===== config.mk =====
export PLATFORM = sky130hd
export DESIGN_NAME = trop_port
export DESIGN_NICKNAME = d
export VERILOG_FILES = /design/src/include/trop_pkg.sv /design/src/include/trop_nibble_if.sv /design/src/verilog/trop_port.sv /design/src/verilog/trop_edge_sync.sv /design/src/verilog/trop_nibble.sv
export SDC_FILE = /design/constraint.sdc
export NUM_CORES = 1
export LEC_CHECK = 0
export BUFFER_PORTS_ARGS = -buffer_cell sky130_fd_sc_hd__buf_2
export CAP_MARGIN = 20
export CORE_MARGIN = 4
export CORE_UTILIZATION = 50
export CTS_CLUSTER_DIAMETER = 40
export CTS_CLUSTER_SIZE = 16
export DETAILED_ROUTE_END_ITERATION = 10
export PLACE_DENSITY = 0.87
export REMOVE_ABC_BUFFERS = 1
export SLEW_MARGIN = 20
export SYNTH_ARGS = -nofsm -noshare
export SYNTH_HDL_FRONTEND = slang
export SYNTH_SLANG_ARGS = --single-unit

===== constraint.sdc =====
create_clock -name sys_clk -period 4.12 [get_ports sys_clk]
set_input_delay 0.618 -clock sys_clk [delete_from_list [all_inputs] [get_ports sys_clk]]
set_output_delay 0.618 -clock sys_clk [all_outputs]
set_load 0.02 [all_outputs]

===== src/include/trop_pkg.sv =====
package trop_pkg;

  // ----------------------------------------------------------------
  // Bus geometry
  // ----------------------------------------------------------------
  localparam int          ADDR_W       = 18;
  localparam int          DATA_W       = 32;
  localparam int          IDX_W        = 16;
  localparam int          NIB_W        = 4;
  localparam int          BYTE_W       = 8;

  // ----------------------------------------------------------------
  // Register indices (byte address is four times the index)
  // ----------------------------------------------------------------
  localparam logic [15:0] IDX_BUF_LOW  = 16'hff4a;
  localparam logic [15:0] IDX_BUF_HIGH = 16'hff4b;
  localparam logic [15:0] IDX_CTRL     = 16'hff4c;
  localparam logic [15:0] IDX_LATCH    = 16'hff4d;
  localparam logic [15:0] IDX_STATUS   = 16'hff4e;

  // ----------------------------------------------------------------
  // Control register fields
  // ----------------------------------------------------------------
  localparam int          CTRL_EXT_SEL  = 0;
  localparam int          CTRL_BYTE     = 3;
  localparam int          CTRL_LOW_RT   = 4;
  localparam int          CTRL_HIGH_RT  = 7;
  localparam logic [7:0]  CTRL_RESET    = 8'h00;
  localparam logic [7:0]  CTRL_WMASK    = 8'h99;

  // ----------------------------------------------------------------
  // Transfer status fields (write one to clear)
  // ----------------------------------------------------------------
  localparam int          STAT_HIGH     = 0;
  localparam int          STAT_LOW      = 1;
  localparam int          STAT_EXT      = 2;
  localparam int          STAT_W        = 3;
  localparam logic [2:0]  STAT_RESET    = 3'h0;

  localparam logic [3:0]  NIB_RESET     = 4'h0;

  typedef enum {
    TROP_BUS_IDLE,
    TROP_BUS_ANSWER
  } trop_bus_e;

endpackage : trop_pkg


===== src/include/trop_nibble_if.sv =====
`timescale 1ns/1ps

interface trop_nibble_if;
  logic                        buf_we;
  logic [trop_pkg::NIB_W-1:0]  buf_wd;
  logic                        port_we;
  logic [trop_pkg::NIB_W-1:0]  port_wd;
  logic                        trig;
  logic                        rt_mode;
  logic [trop_pkg::NIB_W-1:0]  buf_q;
  logic [trop_pkg::NIB_W-1:0]  latch_q;
  logic                        moved;

  modport ctl (
    output buf_we,
    output buf_wd,
    output port_we,
    output port_wd,
    output trig,
    output rt_mode,
    input  buf_q,
    input  latch_q,
    input  moved
  );

  modport nib (
    input  buf_we,
    input  buf_wd,
    input  port_we,
    input  port_wd,
    input  trig,
    input  rt_mode,
    output buf_q,
    output latch_q,
    output moved
  );
endinterface : trop_nibble_if


===== src/verilog/trop_port.sv =====
// Operation
// A selected trigger copies buffered data into the output latch.
// Each nibble is chosen separately as triggered output or plain port.
// Two independent 4-bit channels, or one 8-bit channel.
// Triggers: first compare match, second compare match, external edge.
// Two-channel mode: each buffer write loads only its own nibble.
// Byte mode: a write to either buffer loads both nibbles.
// Buffer reads return the other nibble in the upper four bits.
// Control register clears to zero on reset.
// Software writes zero into reserved control bits.
// Nibble mode: first match moves high, second (or edge) moves low.
// Byte mode: second match (or edge) moves all eight bits.
// Latch loads on the clock edge of the trigger, then drives pins.
// Control register is eight bits, read and written as a byte.
// Plain-port nibbles ignore triggers; only port writes change them.
`timescale 1ns/1ps

module trop_port #(
  parameter bit VALID_EDGE_RISING = 1'b1
) (
  input  wire logic                          sys_clk,
  input  wire logic                          rst,
  input  wire logic [trop_pkg::ADDR_W-1:0]   avs_address,
  input  wire logic                          avs_read,
  input  wire logic                          avs_write,
  input  wire logic [trop_pkg::DATA_W-1:0]   avs_writedata,
  input  wire logic [3:0]                    avs_byteenable,
  output logic      [trop_pkg::DATA_W-1:0]   avs_readdata,
  output logic                               avs_waitrequest,
  input  wire logic                          compare_match_first,
  input  wire logic                          compare_match_second,
  input  wire logic                          external_edge_trigger,
  output logic      [trop_pkg::BYTE_W-1:0]   triggered_output_port
);

  // ----------------------------------------------------------------
  // Declarations
  // ----------------------------------------------------------------
  trop_pkg::trop_bus_e               bus_state;
  trop_pkg::trop_bus_e               next_bus_state;
  logic [trop_pkg::DATA_W-1:0]       rdata_r;
  logic [trop_pkg::DATA_W-1:0]       next_rdata;
  logic [trop_pkg::BYTE_W-1:0]       trigger_output_control;
  logic [trop_pkg::BYTE_W-1:0]       next_control;
  logic [trop_pkg::STAT_W-1:0]       transfer_status;
  logic [trop_pkg::STAT_W-1:0]       next_status;
  logic                              bus_req;
  logic                              wr_fire;
  logic [trop_pkg::IDX_W-1:0]        reg_idx;
  logic [trop_pkg::BYTE_W-1:0]       wbyte;
  logic                              hit_low;
  logic                              hit_high;
  logic                              hit_ctrl;
  logic                              hit_latch;
  logic                              hit_status;
  logic                              ext_edge;
  logic                              ext_gated;
  logic                              byte_mode;
  logic                              low_nibble_rt_select;
  logic                              high_nibble_rt_select;
  logic                              external_trigger_select;
  logic [trop_pkg::BYTE_W-1:0]       port_output_latch;
  logic [trop_pkg::BYTE_W-1:0]       rd_byte;

  trop_nibble_if low_if ();
  trop_nibble_if high_if ();

  // ----------------------------------------------------------------
  // Address decode
  // ----------------------------------------------------------------
  // Only byte lane 0 carries data; upper lanes read zero
  assign reg_idx    = avs_address[trop_pkg::ADDR_W-1:2];
  assign wbyte      = avs_writedata[trop_pkg::BYTE_W-1:0];
  assign bus_req    = avs_read | avs_write;
  assign hit_low    = (reg_idx == trop_pkg::IDX_BUF_LOW);
  assign hit_high   = (reg_idx == trop_pkg::IDX_BUF_HIGH);
  assign hit_ctrl   = (reg_idx == trop_pkg::IDX_CTRL);
  assign hit_latch  = (reg_idx == trop_pkg::IDX_LATCH);
  assign hit_status = (reg_idx == trop_pkg::IDX_STATUS);

  // Write lands only at the edge where waitrequest is low
  assign wr_fire = (bus_state == trop_pkg::TROP_BUS_ANSWER) & avs_write
                 & avs_byteenable[0];

  // ----------------------------------------------------------------
  // Bus handshake: one wait state per access
  // ----------------------------------------------------------------
  assign avs_waitrequest = bus_req & (bus_state == trop_pkg::TROP_BUS_IDLE);

  always_comb begin
    next_bus_state = bus_state;
    next_rdata     = rdata_r;
    unique case (bus_state)
      trop_pkg::TROP_BUS_IDLE: begin
        if (bus_req) begin
          next_bus_state = trop_pkg::TROP_BUS_ANSWER;
          next_rdata     = {{(trop_pkg::DATA_W-trop_pkg::BYTE_W){1'b0}},
                            rd_byte};
        end
      end
      trop_pkg::TROP_BUS_ANSWER: begin
        next_bus_state = trop_pkg::TROP_BUS_IDLE;
      end
    endcase
  end

  always_ff @(posedge sys_clk or posedge rst) begin
    if (rst) begin
      bus_state <= trop_pkg::TROP_BUS_IDLE;
      rdata_r   <= '0;
    end else begin
      bus_state <= next_bus_state;
      rdata_r   <= next_rdata;
    end
  end

  assign avs_readdata = rdata_r;

  // ----------------------------------------------------------------
  // Read multiplexer
  // ----------------------------------------------------------------
  always_comb begin
    rd_byte = '0;
    if (hit_low) begin
      rd_byte = {high_if.buf_q, low_if.buf_q};
    end else if (hit_high) begin
      rd_byte = {low_if.buf_q, high_if.buf_q};
    end else if (hit_ctrl) begin
      rd_byte = trigger_output_control;
    end else if (hit_latch) begin
      rd_byte = port_output_latch;
    end else if (hit_status) begin
      rd_byte = {{(trop_pkg::BYTE_W-trop_pkg::STAT_W){1'b0}},
                 transfer_status};
    end
  end

  // ----------------------------------------------------------------
  // Control register
  // ----------------------------------------------------------------
  // Reserved bits are not stored, so they read zero whatever is written
  always_comb begin
    next_control = trigger_output_control;
    if (wr_fire && hit_ctrl) begin
      next_control = wbyte & trop_pkg::CTRL_WMASK;
    end
  end

  always_ff @(posedge sys_clk or posedge rst) begin
    if (rst) begin
      trigger_output_control <= trop_pkg::CTRL_RESET;
    end else begin
      trigger_output_control <= next_control;
    end
  end

  assign external_trigger_select =
    trigger_output_control[trop_pkg::CTRL_EXT_SEL];
  assign byte_mode             = trigger_output_control[trop_pkg::CTRL_BYTE];
  assign low_nibble_rt_select  = trigger_output_control[trop_pkg::CTRL_LOW_RT];
  assign high_nibble_rt_select =
    trigger_output_control[trop_pkg::CTRL_HIGH_RT];

  // ----------------------------------------------------------------
  // External edge input
  // ----------------------------------------------------------------
  trop_edge_sync #(
    .VALID_EDGE_RISING (VALID_EDGE_RISING)
  ) u_edge (
    .sys_clk    (sys_clk),
    .rst        (rst),
    .pin_in     (external_edge_trigger),
    .edge_pulse (ext_edge)
  );

  assign ext_gated = ext_edge & external_trigger_select;

  // ----------------------------------------------------------------
  // Trigger routing
  // ----------------------------------------------------------------
  // Compare matches come from the timer on this clock: no synchroniser
  always_comb begin
    if (byte_mode) begin
      low_if.trig  = compare_match_second | ext_gated;
      high_if.trig = compare_match_second | ext_gated;
    end else begin
      low_if.trig  = compare_match_second | ext_gated;
      high_if.trig = compare_match_first;
    end
  end

  assign low_if.rt_mode  = low_nibble_rt_select;
  assign high_if.rt_mode = high_nibble_rt_select;

  // ----------------------------------------------------------------
  // Buffer and direct port writes
  // ----------------------------------------------------------------
  always_comb begin
    low_if.buf_we  = 1'b0;
    high_if.buf_we = 1'b0;
    low_if.buf_wd  = wbyte[trop_pkg::NIB_W-1:0];
    high_if.buf_wd = wbyte[trop_pkg::BYTE_W-1:trop_pkg::NIB_W];
    if (wr_fire && (hit_low || hit_high)) begin
      if (byte_mode) begin
        low_if.buf_we  = 1'b1;
        high_if.buf_we = 1'b1;
      end else begin
        low_if.buf_we  = hit_low;
        high_if.buf_we = hit_high;
      end
    end
  end

  // Port writes reach only the nibbles in plain port mode
  assign low_if.port_we  = wr_fire & hit_latch;
  assign high_if.port_we = wr_fire & hit_latch;
  assign low_if.port_wd  = wbyte[trop_pkg::NIB_W-1:0];
  assign high_if.port_wd = wbyte[trop_pkg::BYTE_W-1:trop_pkg::NIB_W];

  trop_nibble u_low (
    .sys_clk (sys_clk),
    .rst     (rst),
    .nif     (low_if)
  );

  trop_nibble u_high (
    .sys_clk (sys_clk),
    .rst     (rst),
    .nif     (high_if)
  );

  assign port_output_latch     = {high_if.latch_q, low_if.latch_q};
  assign triggered_output_port = port_output_latch;

  // ----------------------------------------------------------------
  // Transfer status, write one to clear
  // ----------------------------------------------------------------
  // A new event in the clearing cycle wins over the clear
  always_comb begin
    next_status = transfer_status;
    if (wr_fire && hit_status) begin
      next_status = transfer_status & ~wbyte[trop_pkg::STAT_W-1:0];
    end
    if (high_if.moved) begin
      next_status[trop_pkg::STAT_HIGH] = 1'b1;
    end
    if (low_if.moved) begin
      next_status[trop_pkg::STAT_LOW] = 1'b1;
    end
    if (ext_edge) begin
      next_status[trop_pkg::STAT_EXT] = 1'b1;
    end
  end

  always_ff @(posedge sys_clk or posedge rst) begin
    if (rst) begin
      transfer_status <= trop_pkg::STAT_RESET;
    end else begin
      transfer_status <= next_status;
    end
  end

endmodule : trop_port


===== src/verilog/trop_edge_sync.sv =====
`timescale 1ns/1ps

module trop_edge_sync #(
  parameter bit VALID_EDGE_RISING = 1'b1
) (
  input  wire logic sys_clk,
  input  wire logic rst,
  input  wire logic pin_in,
  output logic      edge_pulse
);

  // ----------------------------------------------------------------
  // Synchroniser and edge detector
  // ----------------------------------------------------------------
  logic sync_a;
  logic sync_b;
  logic sync_c;
  logic pulse_q;
  logic next_sync_a;
  logic next_sync_b;
  logic next_sync_c;
  logic next_pulse;

  always_comb begin
    next_sync_a = pin_in;
    next_sync_b = sync_a;
    next_sync_c = sync_b;
    // The second and third stages feed the detector
    if (VALID_EDGE_RISING) begin
      next_pulse = sync_b & ~sync_c;
    end else begin
      next_pulse = ~sync_b & sync_c;
    end
  end

  always_ff @(posedge sys_clk or posedge rst) begin
    if (rst) begin
      sync_a  <= 1'b0;
      sync_b  <= 1'b0;
      sync_c  <= 1'b0;
      pulse_q <= 1'b0;
    end else begin
      sync_a  <= next_sync_a;
      sync_b  <= next_sync_b;
      sync_c  <= next_sync_c;
      pulse_q <= next_pulse;
    end
  end

  assign edge_pulse = pulse_q;

endmodule : trop_edge_sync


===== src/verilog/trop_nibble.sv =====
`timescale 1ns/1ps

module trop_nibble (
  input  wire logic   sys_clk,
  input  wire logic   rst,
  trop_nibble_if.nib  nif
);

  // ----------------------------------------------------------------
  // Buffer half and its output latch
  // ----------------------------------------------------------------
  logic [trop_pkg::NIB_W-1:0] buf_r;
  logic [trop_pkg::NIB_W-1:0] latch_r;
  logic                       moved_r;
  logic [trop_pkg::NIB_W-1:0] next_buf;
  logic [trop_pkg::NIB_W-1:0] next_latch;
  logic                       next_moved;

  always_comb begin
    next_buf   = buf_r;
    next_latch = latch_r;
    next_moved = 1'b0;
    if (nif.buf_we) begin
      next_buf = nif.buf_wd;
    end
    // Latch takes the old buffer when a write meets a trigger
    if (nif.rt_mode && nif.trig) begin
      next_latch = buf_r;
      next_moved = 1'b1;
    end else if (!nif.rt_mode && nif.port_we) begin
      next_latch = nif.port_wd;
    end
  end

  always_ff @(posedge sys_clk or posedge rst) begin
    if (rst) begin
      buf_r   <= trop_pkg::NIB_RESET;
      latch_r <= trop_pkg::NIB_RESET;
      moved_r <= 1'b0;
    end else begin
      buf_r   <= next_buf;
      latch_r <= next_latch;
      moved_r <= next_moved;
    end
  end

  assign nif.buf_q   = buf_r;
  assign nif.latch_q = latch_r;
  assign nif.moved   = moved_r;

endmodule : trop_nibble


==> metrics.md <==
| Metric | Value |
|---|---|
| Final period util | `55.0%` |
| Hold Path Origin | `u_edge.next_sync_b` |
| Crit-path cells | `buf_2, or4b_4, nor4_4, and3b_2, mux2_1` |
| Core area | `4090 sq um` |
| WL per Instance | `15.4 microns` |
| Arrival @ worst endpoint | `2.45 ns` |
| Worst EP required | `4.30 ns` |
| Clock root buffer | `clkbuf_8` |
| Fillcell total | `356` |
| Routed wire length | `4740 microns` |
| Min-delay worst type | `reg -> reg` |
| Yosys warning total | `0` |
| Number of buffers created by CTS | `5` |
| Area growth syn-to-layout | `13.7%` |
| Clock Tree Buf Depth | `2` |
| Final ANT Viol Nets | `0` |
| Worst Skew | `0.00472 ns` |
| Die width | `73.6 microns` |
| Clock slew at reported path FFs | `0.08 ns` |
| Worst r2r src | `bus_state[0]` |
| Syn_area_per_cell | `10.2 sq um` |
| Aggregate global routing overflow | `0` |
| Vias in the first global route | `1,605` |
| WHS Path Cells | `0` |
| DP Cell Count | `300` |
| Via Count | `1,735` |
| Post-CTS setup buffer count | `0` |
| Layout cells sized above 1 | `29.5%` |
| Met1 global-route usage | `25.0%` |
| 1st-pass router iterations | `5` |
| Finished Layout Cells | `308` |
| Most Crowded Layer GR | `met2` |
| Crit-path max cell delay | `0.60 ns` |
| Multi-input gate area | `1030 sq um` |
| Maximum VDD drop | `0.196 mV` |
| GPL Wtd Cong | `0.866` |
| Antenna cells | `0` |
| Cell leakage power | `0.00128 uW` |
| Vias/cell | `5.63` |
| Synth top area cells | `dfrtp_1, buf_4, mux2_2, nand4b_1, nor2_1` |
| Hold Vio Cnt, Final | `0` |
| Crit path capture type | `flip-flop` |
| Nets | `318` |
| Seq cells post-synth | `38` |
| Async SR Flop Fraction | `100%` |
| Mapped Cells | `211` |
| Outcome | `finished, final reports clean` |
| Post-synth top flop | `dfrtp_1` |
| Final Setup Violations | `0` |
| CTS sink count | `38` |
| Worst Path Buf+Inv | `1` |
| PD cells | `324 nW/um^2` |
| Site row count | `23` |
| Reg area | `951 sq um` |
| Area leader, netlist | `dfrtp_1` |
| FF-to-FF End | `trigger_output_control[0]` |
| Number of synthesized flops with an enable pin | `0` |
| Most frequent cells after synthesis | `dfrtp_1, buf_4, nor2_1` |
| Tot Pwr | `790 uW` |
| Synth top area share | `44.3%` |
| CTS tree | `built` |
| 1st-iter DRT viols | `144` |
| Initial antenna violation count | `0` |
| Drc violations | `0` |
| Dpl ws | `1.55 ns` |
| Fmax | `441 MHz` |
| I/O Buffers | `48` |
| Num ports | `102` |
| Crit-path slowest cell | `or4b_4` |
| Hold-fix buffers at CTS | `0` |
| Post-Syn Area | `2150 sq um` |
| Hold path endpoint | `u_edge.next_sync_c` |
| Most frequent cell after synthesis | `dfrtp_1` |
| Total negative slack | `0 ns` |
| Kind of critical path | `in -> reg` |
| Final Critical Period | `2.27 ns` |
| Post-CTS Resized | `0` |
| WHS | `0.361 ns` |
| Worst reg-to-reg setup slack | `2.36 ns` |
| Yosys cell types | `43` |
| Final WS setup | `1.85 ns` |
| Maxcap violations | `0` |
| GRT met3 Usage | `3.97%` |
| Met2 Use GR | `28.8%` |
| Seq/Total Area, Yosys | `44.3%` |
| Final HPWL DP | `3600 microns` |
| Final Max Slew Viols | `0` |
| Die height | `73.6 microns` |
| Family with the most delay on the worst path | `simple AND/OR/NAND/NOR gates` |
| First-pass GRT wire length | `7600 microns` |
| Total track usage | `18.5%` |
| Worst Max-Slew Pin Slew | `0.748 ns` |
| Largest net degree at the start of global routing | `21` |
| Initial Utilization | `52.6%` |
| Reg2reg path depth | `4` |
| Worst-skew pair later-pin latency | `0.30 ns` |
| Relative slew margins | `50.1%` |
| Unrepaired setup endpoints after global routing | `false` |
| Crit start category | `primary input` |
| Crit path max fanout | `6` |
| H-tree depth | `2` |
| Die area | `5410 sq um` |
-- cells by family (layout without fill, tap and decap cells) --
family                 after synthesis  after routing  share of synthesized area, %
DFF                                 38             38                          44.3
AOI/OAI and AO/OA                   45             45                          14.6
muxes                               16             16                          8.27
and+or+nand+nor                     69             69                          21.0
buffers and inverters               42             66                          11.6
other                                1             24                         0.175
-- per-stage QoR --
step	util, %	instance area (sq um)
after floorplan	-	2020
after global placement	57.0	2330
after detailed placement	57.0	2330
after CTS	59.8	2440
after global routing	59.8	2440
final	59.8	2440
-- final cells by class --
class,count,share of cell area (%)
Clock inverter,3,1.84
Inverter,9,1.38
Multi-Input combinational cell,154,42.3
Tap cell,50,2.56
Clock buffer,5,2.82
Sequential cell,38,38.9
Timing Repair Buffer,49,10.1
-- power breakdown --
part | switching, uW | internal, uW | total (uW)
sequential | 2.84 | 379 | 382
clock | 138 | 180 | 318
combinational | 64.6 | 25.0 | 89.7
total | 206 | 584 | 790
-- flip-flops by register name (all words and copies together) (netlist names) --
signal,flops
u_high.nif.buf_q,4
transfer_status,3
trigger_output_control,4
avs_readdata,8
u_edge.next_sync_b,1
u_low.nif.moved,1
u_high.nif.latch_q,4
bus_state,1
u_edge.sync_c,1
u_low.nif.buf_q,4
u_high.nif.moved,1
u_low.nif.latch_q,4
u_edge.next_sync_c,1
u_edge.edge_pulse,1
-- worst max path at each step --
stage	start	endpoint	slack [ns]	cells after the start
6_report	avs_address[7]	trigger_output_control[0]	1.85	5
3_5_place_dp	avs_address[7]	trigger_output_control[3]	1.55	5
5_1_grt	avs_address[7]	u_high.nif.latch_q[3]	1.81	5
3_3_place_gp	avs_address[7]	trigger_output_control[4]	1.58	5
2_1_floorplan	avs_address[7]	trigger_output_control[0]	1.81	4
4_1_cts	avs_address[7]	trigger_output_control[0]	1.87	5
-- worst reg2reg max path: cells and delay by family (launching register included) --
kind,cells,cell delay (ns)
AND/OR/NAND/NOR,3,0.98
multiplexers,1,0.33
flip-flops,1,0.34
-- layer usage --
metal  routed length (microns)  part of all wire (%)  up-vias
met5                         0                     0        -
met1                      1930                    41      840
met2                      2290                    48       78
met4                        56                   1.2        0
met3                       464                   9.8        6
li1                          -                     -      811
-- placed cells by master, fill, tap and decap left out, drive strengths merged, types with 3 or more instances in the layout --
master	instances
a21o	4
a21oi	4
a22o	4
a31oi	8
a32oi	4
buf	49
clkbuf	5
conb	24
dfrtp	38
inv	9
mux2	14
nand2	11
nand2b	3
nand4	7
nand4b	9
nor2	17
nor2b	5
o21ai	11
o31ai	3
Power figures use the tool's default switching activity.
